## config.mk

```make
export PLATFORM = sky130hd
export DESIGN_NAME = sdcke_decoder
export DESIGN_NICKNAME = d
export VERILOG_FILES = /design/src/sdcke_pkg.sv /design/src/sdcke_mask.sv /design/src/sdcke_decoder.sv
export VERILOG_INCLUDE_DIRS = /design/src
export SDC_FILE = /design/constraint.sdc
export NUM_CORES = 1
export LEC_CHECK = 0
export BUFFER_PORTS_ARGS = -buffer_cell sky130_fd_sc_hd__buf_4
export CORE_UTILIZATION = 25
export CTS_BUF_LIST = sky130_fd_sc_hd__clkbuf_8 sky130_fd_sc_hd__clkbuf_16
export DETAILED_ROUTE_END_ITERATION = 10
export HOLD_SLACK_MARGIN = 0.08
export REMOVE_ABC_BUFFERS = 1
export SLEW_MARGIN = 15
export SYNTH_ARGS = -nofsm -noshare
export SYNTH_HDL_FRONTEND = slang
export SYNTH_SLANG_ARGS = --single-unit
export TNS_END_PERCENT = 5
```

## constraint.sdc

```tcl
create_clock -name i_core_clk -period 2.5 [get_ports i_core_clk]
set_input_delay 0.375 -clock i_core_clk [delete_from_list [all_inputs] [get_ports i_core_clk]]
set_output_delay 0.375 -clock i_core_clk [all_outputs]
set_load 0.05 [all_outputs]
```

## src/sdcke_params.svh

```systemverilog
// Constants for the command and clock-enable decoder.
// Assumes inclusion by bare name from package and modules.
`ifndef SDCKE_PARAMS_SVH
`define SDCKE_PARAMS_SVH
`define SDCKE_AP_BIT_X32   4'h8
`define SDCKE_AP_BIT_X16   4'hA
`define SDCKE_COL_W_X32    4'h8
`define SDCKE_COL_W_X16    4'h9
`define SDCKE_ROW_W        12
`define SDCKE_ADDR_W       12
`define SDCKE_NBANK        4
`define SDCKE_DQ_W         32
`define SDCKE_LANES        4
`define SDCKE_RFC_W        12
`define SDCKE_MR_BASE      2'h0
`define SDCKE_MR_EXT       2'h1
`endif

```

## src/sdcke_pkg.sv

```systemverilog
// Types shared by the decoder files.
// Assumes sdcke_params.svh is on the include path.
`include "sdcke_params.svh"
package sdcke_pkg;
  // Decoded command codes
  typedef enum logic [3:0] {
    CMD_NOP      = 4'h0,
    CMD_ACTIVE   = 4'h1,
    CMD_READ     = 4'h2,
    CMD_WRITE    = 4'h3,
    CMD_BST      = 4'h4,
    CMD_PRE      = 4'h5,
    CMD_REFRESH  = 4'h6,
    CMD_MRS      = 4'h7,
    CMD_ILLEGAL  = 4'hF
  } sdcke_cmd_t;
  // Power states, Gray coded along the usual path
  typedef enum logic [1:0] {
    PS_NORMAL    = 2'b00,
    PS_PRE_PD    = 2'b01,
    PS_ACT_PD    = 2'b11,
    PS_SELF_REF  = 2'b10
  } sdcke_pwr_t;
endpackage

```

## src/sdcke_mask.sv

```systemverilog
// Per-lane write mask merge: masked byte lanes keep their old content.
// Assumes data and mask come in the same cycle, one mask bit per strobe lane.
`timescale 1ns/100ps
`include "sdcke_params.svh"
module sdcke_mask #(
  parameter int LANES = `SDCKE_LANES
) (
  input  wire logic [LANES*8-1:0] i_old,    // Current stored word
  input  wire logic [LANES*8-1:0] i_new,    // Write data beat
  input  wire logic [LANES-1:0]   i_mask,   // High blocks a lane
  output logic      [LANES*8-1:0] o_merged  // Word to store
);
  // Lane n covers bits 8n to 8n+7, lane 0 lowest
  always_comb begin
    for (int n = 0; n < LANES; n++) begin
      o_merged[n*8 +: 8] = i_mask[n] ? i_old[n*8 +: 8] : i_new[n*8 +: 8];
    end
  end
endmodule // sdcke_mask

```

## src/sdcke_decoder.sv

```systemverilog
// Command decoder and clock-enable power state logic of a four-bank DDR memory.
// Assumes controller drives command, address and CKE synchronous to i_core_clk.
`timescale 1ns/100ps
`include "sdcke_params.svh"
module sdcke_decoder #(
  parameter int  NBANK     = `SDCKE_NBANK,
  parameter int  BURST_LEN = 4,            // Beats per burst, data cycles
  parameter bit  X32       = 1'b1          // High: 32-bit configuration
) (
  input  wire logic                     i_core_clk,     // Device clock
  input  wire logic                     i_rst_n,        // Async reset, low active
  input  wire logic                     i_cs_n,         // Chip select
  input  wire logic                     i_ras_n,        // Row strobe
  input  wire logic                     i_cas_n,        // Column strobe
  input  wire logic                     i_we_n,         // Write enable
  input  wire logic                     i_cke,          // Clock enable
  input  wire logic [1:0]               i_ba,           // Bank address
  input  wire logic [`SDCKE_ADDR_W-1:0] i_addr,         // Address lines
  input  wire logic [`SDCKE_DQ_W-1:0]   i_wdata,        // Write data beat
  input  wire logic [`SDCKE_LANES-1:0]  i_dm,           // Data mask per lane
  output logic      [3:0]               o_cmd,          // Decoded command
  output logic      [1:0]               o_cmd_bank,     // Bank of command
  output logic      [`SDCKE_ROW_W-1:0]  o_row,          // Row of activate
  output logic      [8:0]               o_col,          // Column of access
  output logic                          o_auto_pre,     // Access has auto-precharge
  output logic      [NBANK-1:0]         o_bank_open,    // Open row per bank
  output logic                          o_rd_busy,      // Read burst running
  output logic                          o_wr_busy,      // Write burst running
  output logic                          o_refresh,      // Auto refresh pulse
  output logic      [`SDCKE_RFC_W-1:0]  o_ref_row,      // Internal refresh row
  output logic      [1:0]               o_ref_bank,     // Internal refresh bank
  output logic      [1:0]               o_pwr_state,    // Power state
  output logic                          o_mr_wr,        // Base mode register write
  output logic                          o_emr_wr,       // Extended register write
  output logic      [`SDCKE_ADDR_W-1:0] o_mr_op,        // Loaded base opcode
  output logic      [`SDCKE_ADDR_W-1:0] o_emr_op,       // Loaded extended opcode
  output logic      [`SDCKE_DQ_W-1:0]   o_wr_word,      // Merged stored word
  output logic                          o_wr_strobe     // Word store pulse
);

  // Whole state of the block
  typedef struct packed {
    // Last command and its fields
    logic [3:0]               cmd;
    logic [1:0]               cmd_bank;
    logic [`SDCKE_ROW_W-1:0]  row;
    logic [8:0]               col;
    logic                     auto_pre;
    logic [NBANK-1:0]         bank_open;
    // Burst tracking
    logic [7:0]               burst_cnt;
    logic                     rd_busy;
    logic                     wr_busy;
    logic                     burst_ap;
    logic [1:0]               burst_bank;
    // Refresh counters
    logic                     refresh;
    logic [`SDCKE_RFC_W-1:0]  ref_row;
    logic [1:0]               ref_bank;
    // Power tracking
    sdcke_pkg::sdcke_pwr_t    pwr;
    logic                     cke_prev;
    // Mode registers
    logic                     mr_wr;
    logic                     emr_wr;
    logic [`SDCKE_ADDR_W-1:0] mr_op;
    logic [`SDCKE_ADDR_W-1:0] emr_op;
    // Write path
    logic [`SDCKE_DQ_W-1:0]   store;
    logic [`SDCKE_DQ_W-1:0]   wr_word;
    logic                     wr_strobe;
  } sdcke_state_t;

  sdcke_state_t st_r;          // Registered state
  sdcke_state_t st_nxt;        // Next state
  logic [`SDCKE_DQ_W-1:0] merged; // Mask merge result
  logic self_ref_exit;         // Self refresh exit request, taken at the clock edge

  // Command truth table decode of the four strobes
  function automatic sdcke_pkg::sdcke_cmd_t decode(input logic cs_n, ras_n, cas_n, we_n);
    // Chip select high masks every command
    if (cs_n) begin
      decode = sdcke_pkg::CMD_NOP;
    end else begin
      case ({ras_n, cas_n, we_n})
        3'b111:  decode = sdcke_pkg::CMD_NOP;
        3'b011:  decode = sdcke_pkg::CMD_ACTIVE;
        3'b101:  decode = sdcke_pkg::CMD_READ;
        3'b100:  decode = sdcke_pkg::CMD_WRITE;
        3'b110:  decode = sdcke_pkg::CMD_BST;
        3'b010:  decode = sdcke_pkg::CMD_PRE;
        3'b001:  decode = sdcke_pkg::CMD_REFRESH;
        3'b000:  decode = sdcke_pkg::CMD_MRS;
        // All eight strobe patterns are listed; only unknown values reach the default
        default: decode = sdcke_pkg::CMD_ILLEGAL;
      endcase
    end
  endfunction

  // Auto-precharge bit position by configuration
  function automatic logic ap_bit(input logic [`SDCKE_ADDR_W-1:0] a);
    ap_bit = X32 ? a[`SDCKE_AP_BIT_X32] : a[`SDCKE_AP_BIT_X16];
  endfunction

  // Write data merged against the last stored word
  sdcke_mask #(
    .LANES (`SDCKE_LANES)
  ) u_mask (
    .i_old    (st_r.store),
    .i_new    (i_wdata),
    .i_mask   (i_dm),
    .o_merged (merged)
  );

  // CKE high while in self refresh, sampled at the clock edge
  assign self_ref_exit = i_cke && (st_r.pwr == sdcke_pkg::PS_SELF_REF);

  // Next state logic
  always_comb begin
    sdcke_pkg::sdcke_cmd_t c;
    logic ap;
    c      = decode(i_cs_n, i_ras_n, i_cas_n, i_we_n);
    ap     = ap_bit(i_addr);
    st_nxt = st_r;
    // Pulses default low, command defaults to none
    st_nxt.cke_prev  = i_cke;
    st_nxt.refresh   = 1'b0;
    st_nxt.mr_wr     = 1'b0;
    st_nxt.emr_wr    = 1'b0;
    st_nxt.wr_strobe = 1'b0;
    st_nxt.cmd       = 4'(sdcke_pkg::CMD_NOP);
    // Burst progress; auto-precharge closes the bank at the end
    if (st_r.rd_busy || st_r.wr_busy) begin
      // Each write beat merges into the stored word
      if (st_r.wr_busy) begin
        st_nxt.store     = merged;
        st_nxt.wr_word   = merged;
        st_nxt.wr_strobe = 1'b1;
      end
      // Last beat ends the burst
      if (st_r.burst_cnt == 8'h01) begin
        st_nxt.rd_busy = 1'b0;
        st_nxt.wr_busy = 1'b0;
        if (st_r.burst_ap) begin
          st_nxt.bank_open[st_r.burst_bank] = 1'b0;
        end
      end
      st_nxt.burst_cnt = st_r.burst_cnt - 8'h01;
    end
    // Power state from previous and current CKE
    case (st_r.pwr)
      sdcke_pkg::PS_NORMAL: begin
        // CKE fall: power-down or self refresh entry
        if (st_r.cke_prev && !i_cke) begin
          if (c == sdcke_pkg::CMD_NOP) begin
            st_nxt.pwr = (st_r.bank_open == '0) ? sdcke_pkg::PS_PRE_PD
                                                : sdcke_pkg::PS_ACT_PD;
          end else if (c == sdcke_pkg::CMD_REFRESH) begin
            st_nxt.pwr = sdcke_pkg::PS_SELF_REF;
          end
        end else if (st_r.cke_prev && i_cke) begin
          // Commands act only with CKE high at this and the previous edge
          st_nxt.cmd = 4'(c);
          case (c)
            // Open the addressed row
            sdcke_pkg::CMD_ACTIVE: begin
              st_nxt.cmd_bank = i_ba;
              st_nxt.row      = i_addr;
              st_nxt.bank_open[i_ba] = 1'b1;
            end
            // New access restarts the burst counter
            sdcke_pkg::CMD_READ, sdcke_pkg::CMD_WRITE: begin
              st_nxt.cmd_bank   = i_ba;
              st_nxt.col        = X32 ? {1'b0, i_addr[7:0]} : i_addr[8:0];
              st_nxt.auto_pre   = ap;
              st_nxt.burst_ap   = ap;
              st_nxt.burst_bank = i_ba;
              st_nxt.burst_cnt  = 8'(BURST_LEN);
              st_nxt.rd_busy    = (c == sdcke_pkg::CMD_READ);
              st_nxt.wr_busy    = (c == sdcke_pkg::CMD_WRITE);
            end
            // Only a plain read burst can be cut
            sdcke_pkg::CMD_BST: begin
              if (st_r.rd_busy && !st_r.burst_ap) begin
                st_nxt.rd_busy   = 1'b0;
                st_nxt.burst_cnt = 8'h00;
              end
            end
            // Address bit picks one bank or all
            sdcke_pkg::CMD_PRE: begin
              if (ap) begin
                st_nxt.bank_open = '0;
              end else begin
                st_nxt.bank_open[i_ba] = 1'b0;
              end
            end
            sdcke_pkg::CMD_REFRESH: begin
              // Internal counters pick row and bank
              st_nxt.refresh  = 1'b1;
              st_nxt.ref_bank = st_r.ref_bank + 2'h1;
              // Row steps once every bank is done
              if (st_r.ref_bank == 2'h3) begin
                st_nxt.ref_row = st_r.ref_row + 12'h001;
              end
            end
            // Bank address picks the register
            sdcke_pkg::CMD_MRS: begin
              if (i_ba == `SDCKE_MR_BASE) begin
                st_nxt.mr_wr = 1'b1;
                st_nxt.mr_op = i_addr;
              end else if (i_ba == `SDCKE_MR_EXT) begin
                st_nxt.emr_wr = 1'b1;
                st_nxt.emr_op = i_addr;
              end
            end
            default: begin
              st_nxt.cmd = 4'(c);                   // No operation started
            end
          endcase
        end
      end
      // Power-down: CKE rise with no operation exits
      sdcke_pkg::PS_PRE_PD, sdcke_pkg::PS_ACT_PD: begin
        if (!st_r.cke_prev && i_cke && c == sdcke_pkg::CMD_NOP) begin
          st_nxt.pwr = sdcke_pkg::PS_NORMAL;
        end
      end
      sdcke_pkg::PS_SELF_REF: begin
        // Held while CKE is low; exit taken by the state register at an edge with CKE high
        st_nxt.pwr = sdcke_pkg::PS_SELF_REF;
      end
      // All four codes are used; only an unknown value falls back to normal
      default: begin
        st_nxt.pwr = sdcke_pkg::PS_NORMAL;
      end
    endcase
  end

  // State register; self refresh exit acts at the first clock edge with CKE high
  always_ff @(posedge i_core_clk or negedge i_rst_n) begin
    // Reset clears every field
    if (!i_rst_n) begin
      st_r     <= '0;
      st_r.pwr <= sdcke_pkg::PS_NORMAL;
    // Leaving self refresh counts CKE as high
    end else if (self_ref_exit) begin
      st_r          <= st_nxt;
      st_r.pwr      <= sdcke_pkg::PS_NORMAL;
      st_r.cke_prev <= 1'b1;
    end else begin
      st_r <= st_nxt;
    end
  end

  // Outputs straight from the state register
  assign o_cmd       = st_r.cmd;
  assign o_cmd_bank  = st_r.cmd_bank;
  assign o_row       = st_r.row;
  assign o_col       = st_r.col;
  assign o_auto_pre  = st_r.auto_pre;
  assign o_bank_open = st_r.bank_open;
  // Burst and refresh status
  assign o_rd_busy   = st_r.rd_busy;
  assign o_wr_busy   = st_r.wr_busy;
  assign o_refresh   = st_r.refresh;
  assign o_ref_row   = st_r.ref_row;
  assign o_ref_bank  = st_r.ref_bank;
  // Power state and mode registers
  assign o_pwr_state = st_r.pwr;
  assign o_mr_wr     = st_r.mr_wr;
  assign o_emr_wr    = st_r.emr_wr;
  assign o_mr_op     = st_r.mr_op;
  assign o_emr_op    = st_r.emr_op;
  // Write path
  assign o_wr_word   = st_r.wr_word;
  assign o_wr_strobe = st_r.wr_strobe;

endmodule // sdcke_decoder

```

# After elaboration in Yosys (flattened, before gate mapping)

Memories as Yosys holds them, arrays and structs flattened.
Index checks and enable logic that the tools add are counted.

Flip-flop bits (word level): 154
Memory bits (read-only): 24
Bits of input ports: 57
Output and inout bits: 110
Word-level logic and storage cells: 117
Memories: 1

Add/subtract/negate cells: 3
$lt $le $gt $ge: 4
Equality and inequality tests: 16
Muxes and demuxes: 45
Bitwise logic cells: 5
Reductions and logical operators: 20

Memories:

| memory          | words | width | rd ports | clocked after memory_dff | write ports | line                | text |
|---|---|---|---|---|---|---|---|
| (no name shown) | 8     | 3     | 1        | 0                        | 0           | sdcke_decoder.sv:85 | `case ({ras_n, cas_n, we_n})` |

Operators with widths:

| cell                    | number |
|---|---|
| $mux W60                | 3 |
| $mux W65                | 2 |
| $mux W26                | 4 |
| $mux W94                | 1 |
| $mux W12                | 5 |
| $mux W8                 | 4 |
| $mux W4                 | 5 |
| $pmux W9 S2             | 1 |
| $eq A4 B3 Y1 const B    | 4 |
| $mux W15                | 1 |
| $mux W14                | 1 |
| $mux W2                 | 7 |
| $add A12 B1 Y12 const B | 1 |
| $mux W10                | 1 |
| $mux W9                 | 1 |
| $and A4 B4 Y4           | 2 |
| $eq A4 B2 Y1 const B    | 2 |
| $eq A8 B1 Y1 const B    | 1 |
| $logic_and A1 B1 Y1     | 8 |
| $logic_not A4 Y1        | 2 |
| $not A4 Y4              | 2 |
| $pmux W4 S2             | 1 |
| $sub A8 B1 Y8 const B   | 1 |
| $eq A2 B2 Y1 const B    | 3 |
| 17 further kinds        | 30 |

# Logic depth before layout (Yosys ltp)

Depth in word-level cells: 15
Mapped depth: 6
Depth with buffers taken out: 6

# By module

Synthesis repeated with hierarchy kept, for this count alone.

Cells, all modules: 492
Area, all modules: 6129.6 µm²

Modules (own cells, without submodules):

| module        | instances | cells each | area each (µm²) |
|---|---|---|---|
| sdcke_decoder | 1         | 456        | 5604.1 |
| sdcke_mask    | 1         | 36         | 525.5 |

# Worst setup path after synthesis

No wires, ideal clock.

Path kind: reg-to-reg
Start: reg st_r, in the netlist o_pwr_state[0]
End: reg st_r, in the netlist o_emr_op[10]
Setup time: 0.125 ns
Data arrival time: 1.866 ns
Path slack: 0.509 ns
Cell stages (with the launch flop): 6
Path buffers: 1
Clock period less this slack: 1.991 ns
Cell sequence: dfrtp_1 nand4bb_4 or3_1 nor4_4 buf_4 mux2_2

Longest elaborated chain between the ends: 3

RTL lines:

| element                | line                 | text |
|---|---|---|
| start, declared        | sdcke_decoder.sv:74  | `sdcke_state_t st_r;` |
| start signal, assigned | sdcke_decoder.sv:247 | `st_r <= st_nxt;` |
| start signal, assigned | sdcke_decoder.sv:251 | `st_r <= st_nxt;` |
| $logic_not A2 Y1       | sdcke_decoder.sv:151 | `case (st_r.pwr)` |
| $mux W26               | sdcke_decoder.sv:151 |  |
| $mux W94               | sdcke_decoder.sv:246 | `end else if (self_ref_exit) begin` |

No other way between the ends.
A chain may end at the register's enable or synchronous reset.

# Final worst setup path

Start: reg st_r, in the netlist o_pwr_state[0]
End: reg st_r, in the netlist o_emr_op[1]

Same word-level chain as after synthesis.

==> flow_summary.json <==
{
  "status": "finished clean",
  "gr-total-overflow": 0,
  "multi_input_area_um2": 1880,
  "endpoint_kind": "flop",
  "yosysWarnings": 0,
  "ctsResizeCount": 0,
  "die_w_um": 154,
  "power_uw": 7880,
  "dp_hpwl_um": 8710,
  "cts.root.buffer_cell": "clkbuf_16",
  "n_fill_cell": 2288,
  "crit_start": "o_pwr_state[0]$_DFFE_PN0P_",
  "utilization": 0.320,
  "drt_iter0_drc": 104,
  "grt_max_degree": 38,
  "clock_latency_ns": 0.41,
  "synth.top_cells.by_area": "dfrtp_1 (52%), mux2_2 (16%), buf_4 (14%)",
  "r2r_start": "o_pwr_state[0]$_DFFE_PN0P_",
  "wl_met2_um": 5390,
  "postCtsSetupRepairBufs": 0,
  "cts_buffers": 17,
  "synth_compound_area_frac": 0.0324,
  "yosysMostFrequentCell": "dfrtp_1",
  "viasPerCell": 4.16,
  "grt_use_total": 0.105,
  "antenna_found_initial": 0,
  "core_um2": 22600,
  "powerDensity_nw_per_um2": 1090,
  "ant_nets": 0,
  "ys_seq_elements": 119,
  "io_buffer_count": 164,
  "cpMaxStageDelayCell": "dfrtp_1",
  "final_nets": 606,
  "hp-start": "i_cke",
  "finalClockSkew_ns": 0.00696,
  "yosys-top-cells-count": "dfrtp_1 (119), buf_4 (105), mux2_2 (82), nand2_1 (17)",
  "final_hold_viol_count": 0,
  "post-route-min-period_ns": 2.11,
  "drive_gt1_frac": 0.539,
  "path_max_fanout": 13,
  "rsz0062_at_grt": "false",
  "finalCritPeriodShare": 0.846,
  "synth.yosys.seq_area_share": 0.518,
  "setup_viol": 0,
  "slew_headroom": 0.575,
  "synth_mux_area_frac": 0.162,
  "netlist_area_um2": 5750,
  "ios": 167,
  "wl_met1_um": 5560,
  "cp_data_arrival_time_ns": 2.40,
  "yosys.cell_types.count": 49,
  "die_area_um2": 23600,
  "met3_length_um": 998,
  "wl_per_cell_um": 14.3,
  "route.detailed.drc": 0,
  "report.final.slew_viol_count": 0,
  "antenna_cells": 0,
  "synthAdderAreaFrac": 0.00870,
  "crit_buf_inv": 1,
  "worstPathRequired_ns": 2.79,
  "cts_tree": "yes",
  "synthFlopType": "dfrtp_1",
  "crit_chain": "nand4bb_4 -> or3_1 -> nor4_4 -> buf_4 -> mux2_2",
  "area_delta_synth_final_pct": 25.8,
  "fin_setup_tns_ns": 0,
  "wl_um": 12100,
  "gp_congestion": 0.748,
  "synth_top_family_by_area": "multiplexers",
  "synth_top_area_frac": 0.518,
  "initial_core_util": 0.255,
  "syn_avg_cell_area_um2": 12.2,
  "max_freq_mhz": 473,
  "synth_edf_count": 0,
  "die_y_um": 154,
  "static-leakage-power_uw": 0.00346,
  "synthSimpleGateAreaFrac": 0.0940,
  "synth.largest_area_cell": "dfrtp_1",
  "highest_layer": "met4",
  "synthArstFlopShare": 1.00,
  "grt_pass1_vias": 3576,
  "worst_pin_slew_ns": 0.636,
  "clk_path_buf_depth": 2,
  "drv_cap": 0,
  "clkTransAtPathRegs_ns": 0.06,
  "synth-xor-area-share": 0.0289,
  "dpl_cell_area_um2": 6600,
  "grt_pass1_wl_um": 19200,
  "ir_drop_mv": 0.435,
  "vias": 3504,
  "synth_cells": 470,
  "rows": 55,
  "hold_path_class": "primary input to flop",
  "crit_type": "flop to flop",
  "hold_buffers": 1,
  "slowest_delay_ns": 0.44,
  "cp_top_family": "simple AND/OR/NAND/NOR gates",
  "start_kind": "flop",
  "seq_area_um2": 2980,
  "final_area_um2": 7230,
  "drt-pass1-iter-count": 7,
  "cts.sinks": 119,
  "htreeDepth": 4
}
## metal layers
layer / track usage / up-vias
met1: 0.135 / 1707
met3: 0.0459 / 8
met5: 0 / -
met2: 0.155 / 134
li1: - / 1655
met4: 0.0400 / 0
## cell usage in the layout (no fill, tap or decap), types with 3 or more instances in the layout
cell type  count
buf_4        173
dfrtp_1      119
mux2_2        82
nand2_1       17
clkbuf_16     17
nor2_1        13
inv_1         11
xnor2_1       11
nand3_1       10
o21ai_0        8
xor2_1         8
nand4_1        6
nor2b_1        6
a21oi_1        5
clkinv_4       5
ha_1           4
nor4_1         3
nor3b_1        3
o211ai_1       3
nor4b_1        3
nor3_1         3
bufinv_16      3
## worst paths after layout
check / to / slack, ns / depth (start not counted)
worst max-delay path: o_emr_op[1]$_DFFE_PN0P_ / 0.39 / 5
max in group asynchronous: o_cmd_bank[0]$_DFFE_PN0P_ / 1.41 / 3
worst min register to register: o_ref_row[11]$_DFFE_PN0P_ / 0.48 / 1
min in group asynchronous: o_ref_row[4]$_DFFE_PN0P_ / 0.48 / 2
worst max register to register: o_emr_op[1]$_DFFE_PN0P_ / 0.39 / 5
worst min-delay path: st_r[91]$_DFF_PN0_ / 0.15 / 1
## through the flow
stage | hold WS [ns] | setup slack (ns) | std cells
2_1_floorplan | 0.0794 | 0.135 | 350
3_3_place_gp | 0.388 | 0.394 | 810
3_5_place_dp | 0.387 | 0.348 | 810
4_1_cts | 0.118 | 0.352 | 843
5_1_grt | 0.127 | 0.270 | 843
6_report | 0.147 | 0.386 | 843
## cell families after synthesis
kind of cell               after synthesis
DFF                                    119
and+or+nand+nor                         83
adders and majority gates                4
AOI/OAI and AO/OA                       29
xor gates and xnor gates                19
buffers and inverters                  132
muxes                                   83
other                                    1
## area by class of cell
cell class / instances / share of cell area
clock inverters: 13 / 0.0237
inverters: 11 / 0.00571
repair buffers: 176 / 0.186
multi-input cells: 220 / 0.261
clock buffers: 19 / 0.0626
well taps: 285 / 0.0493
flip-flops and latches: 119 / 0.412
## power by group
part	internal, µW	switching, µW	leakage (µW)
Sequential	2350	287	0.00152
Combinational	948	1740	0.00164
Clock	1630	926	0.000300
Total	4930	2950	0.00346
No activity file was read; power rests on OpenSTA's default activity.
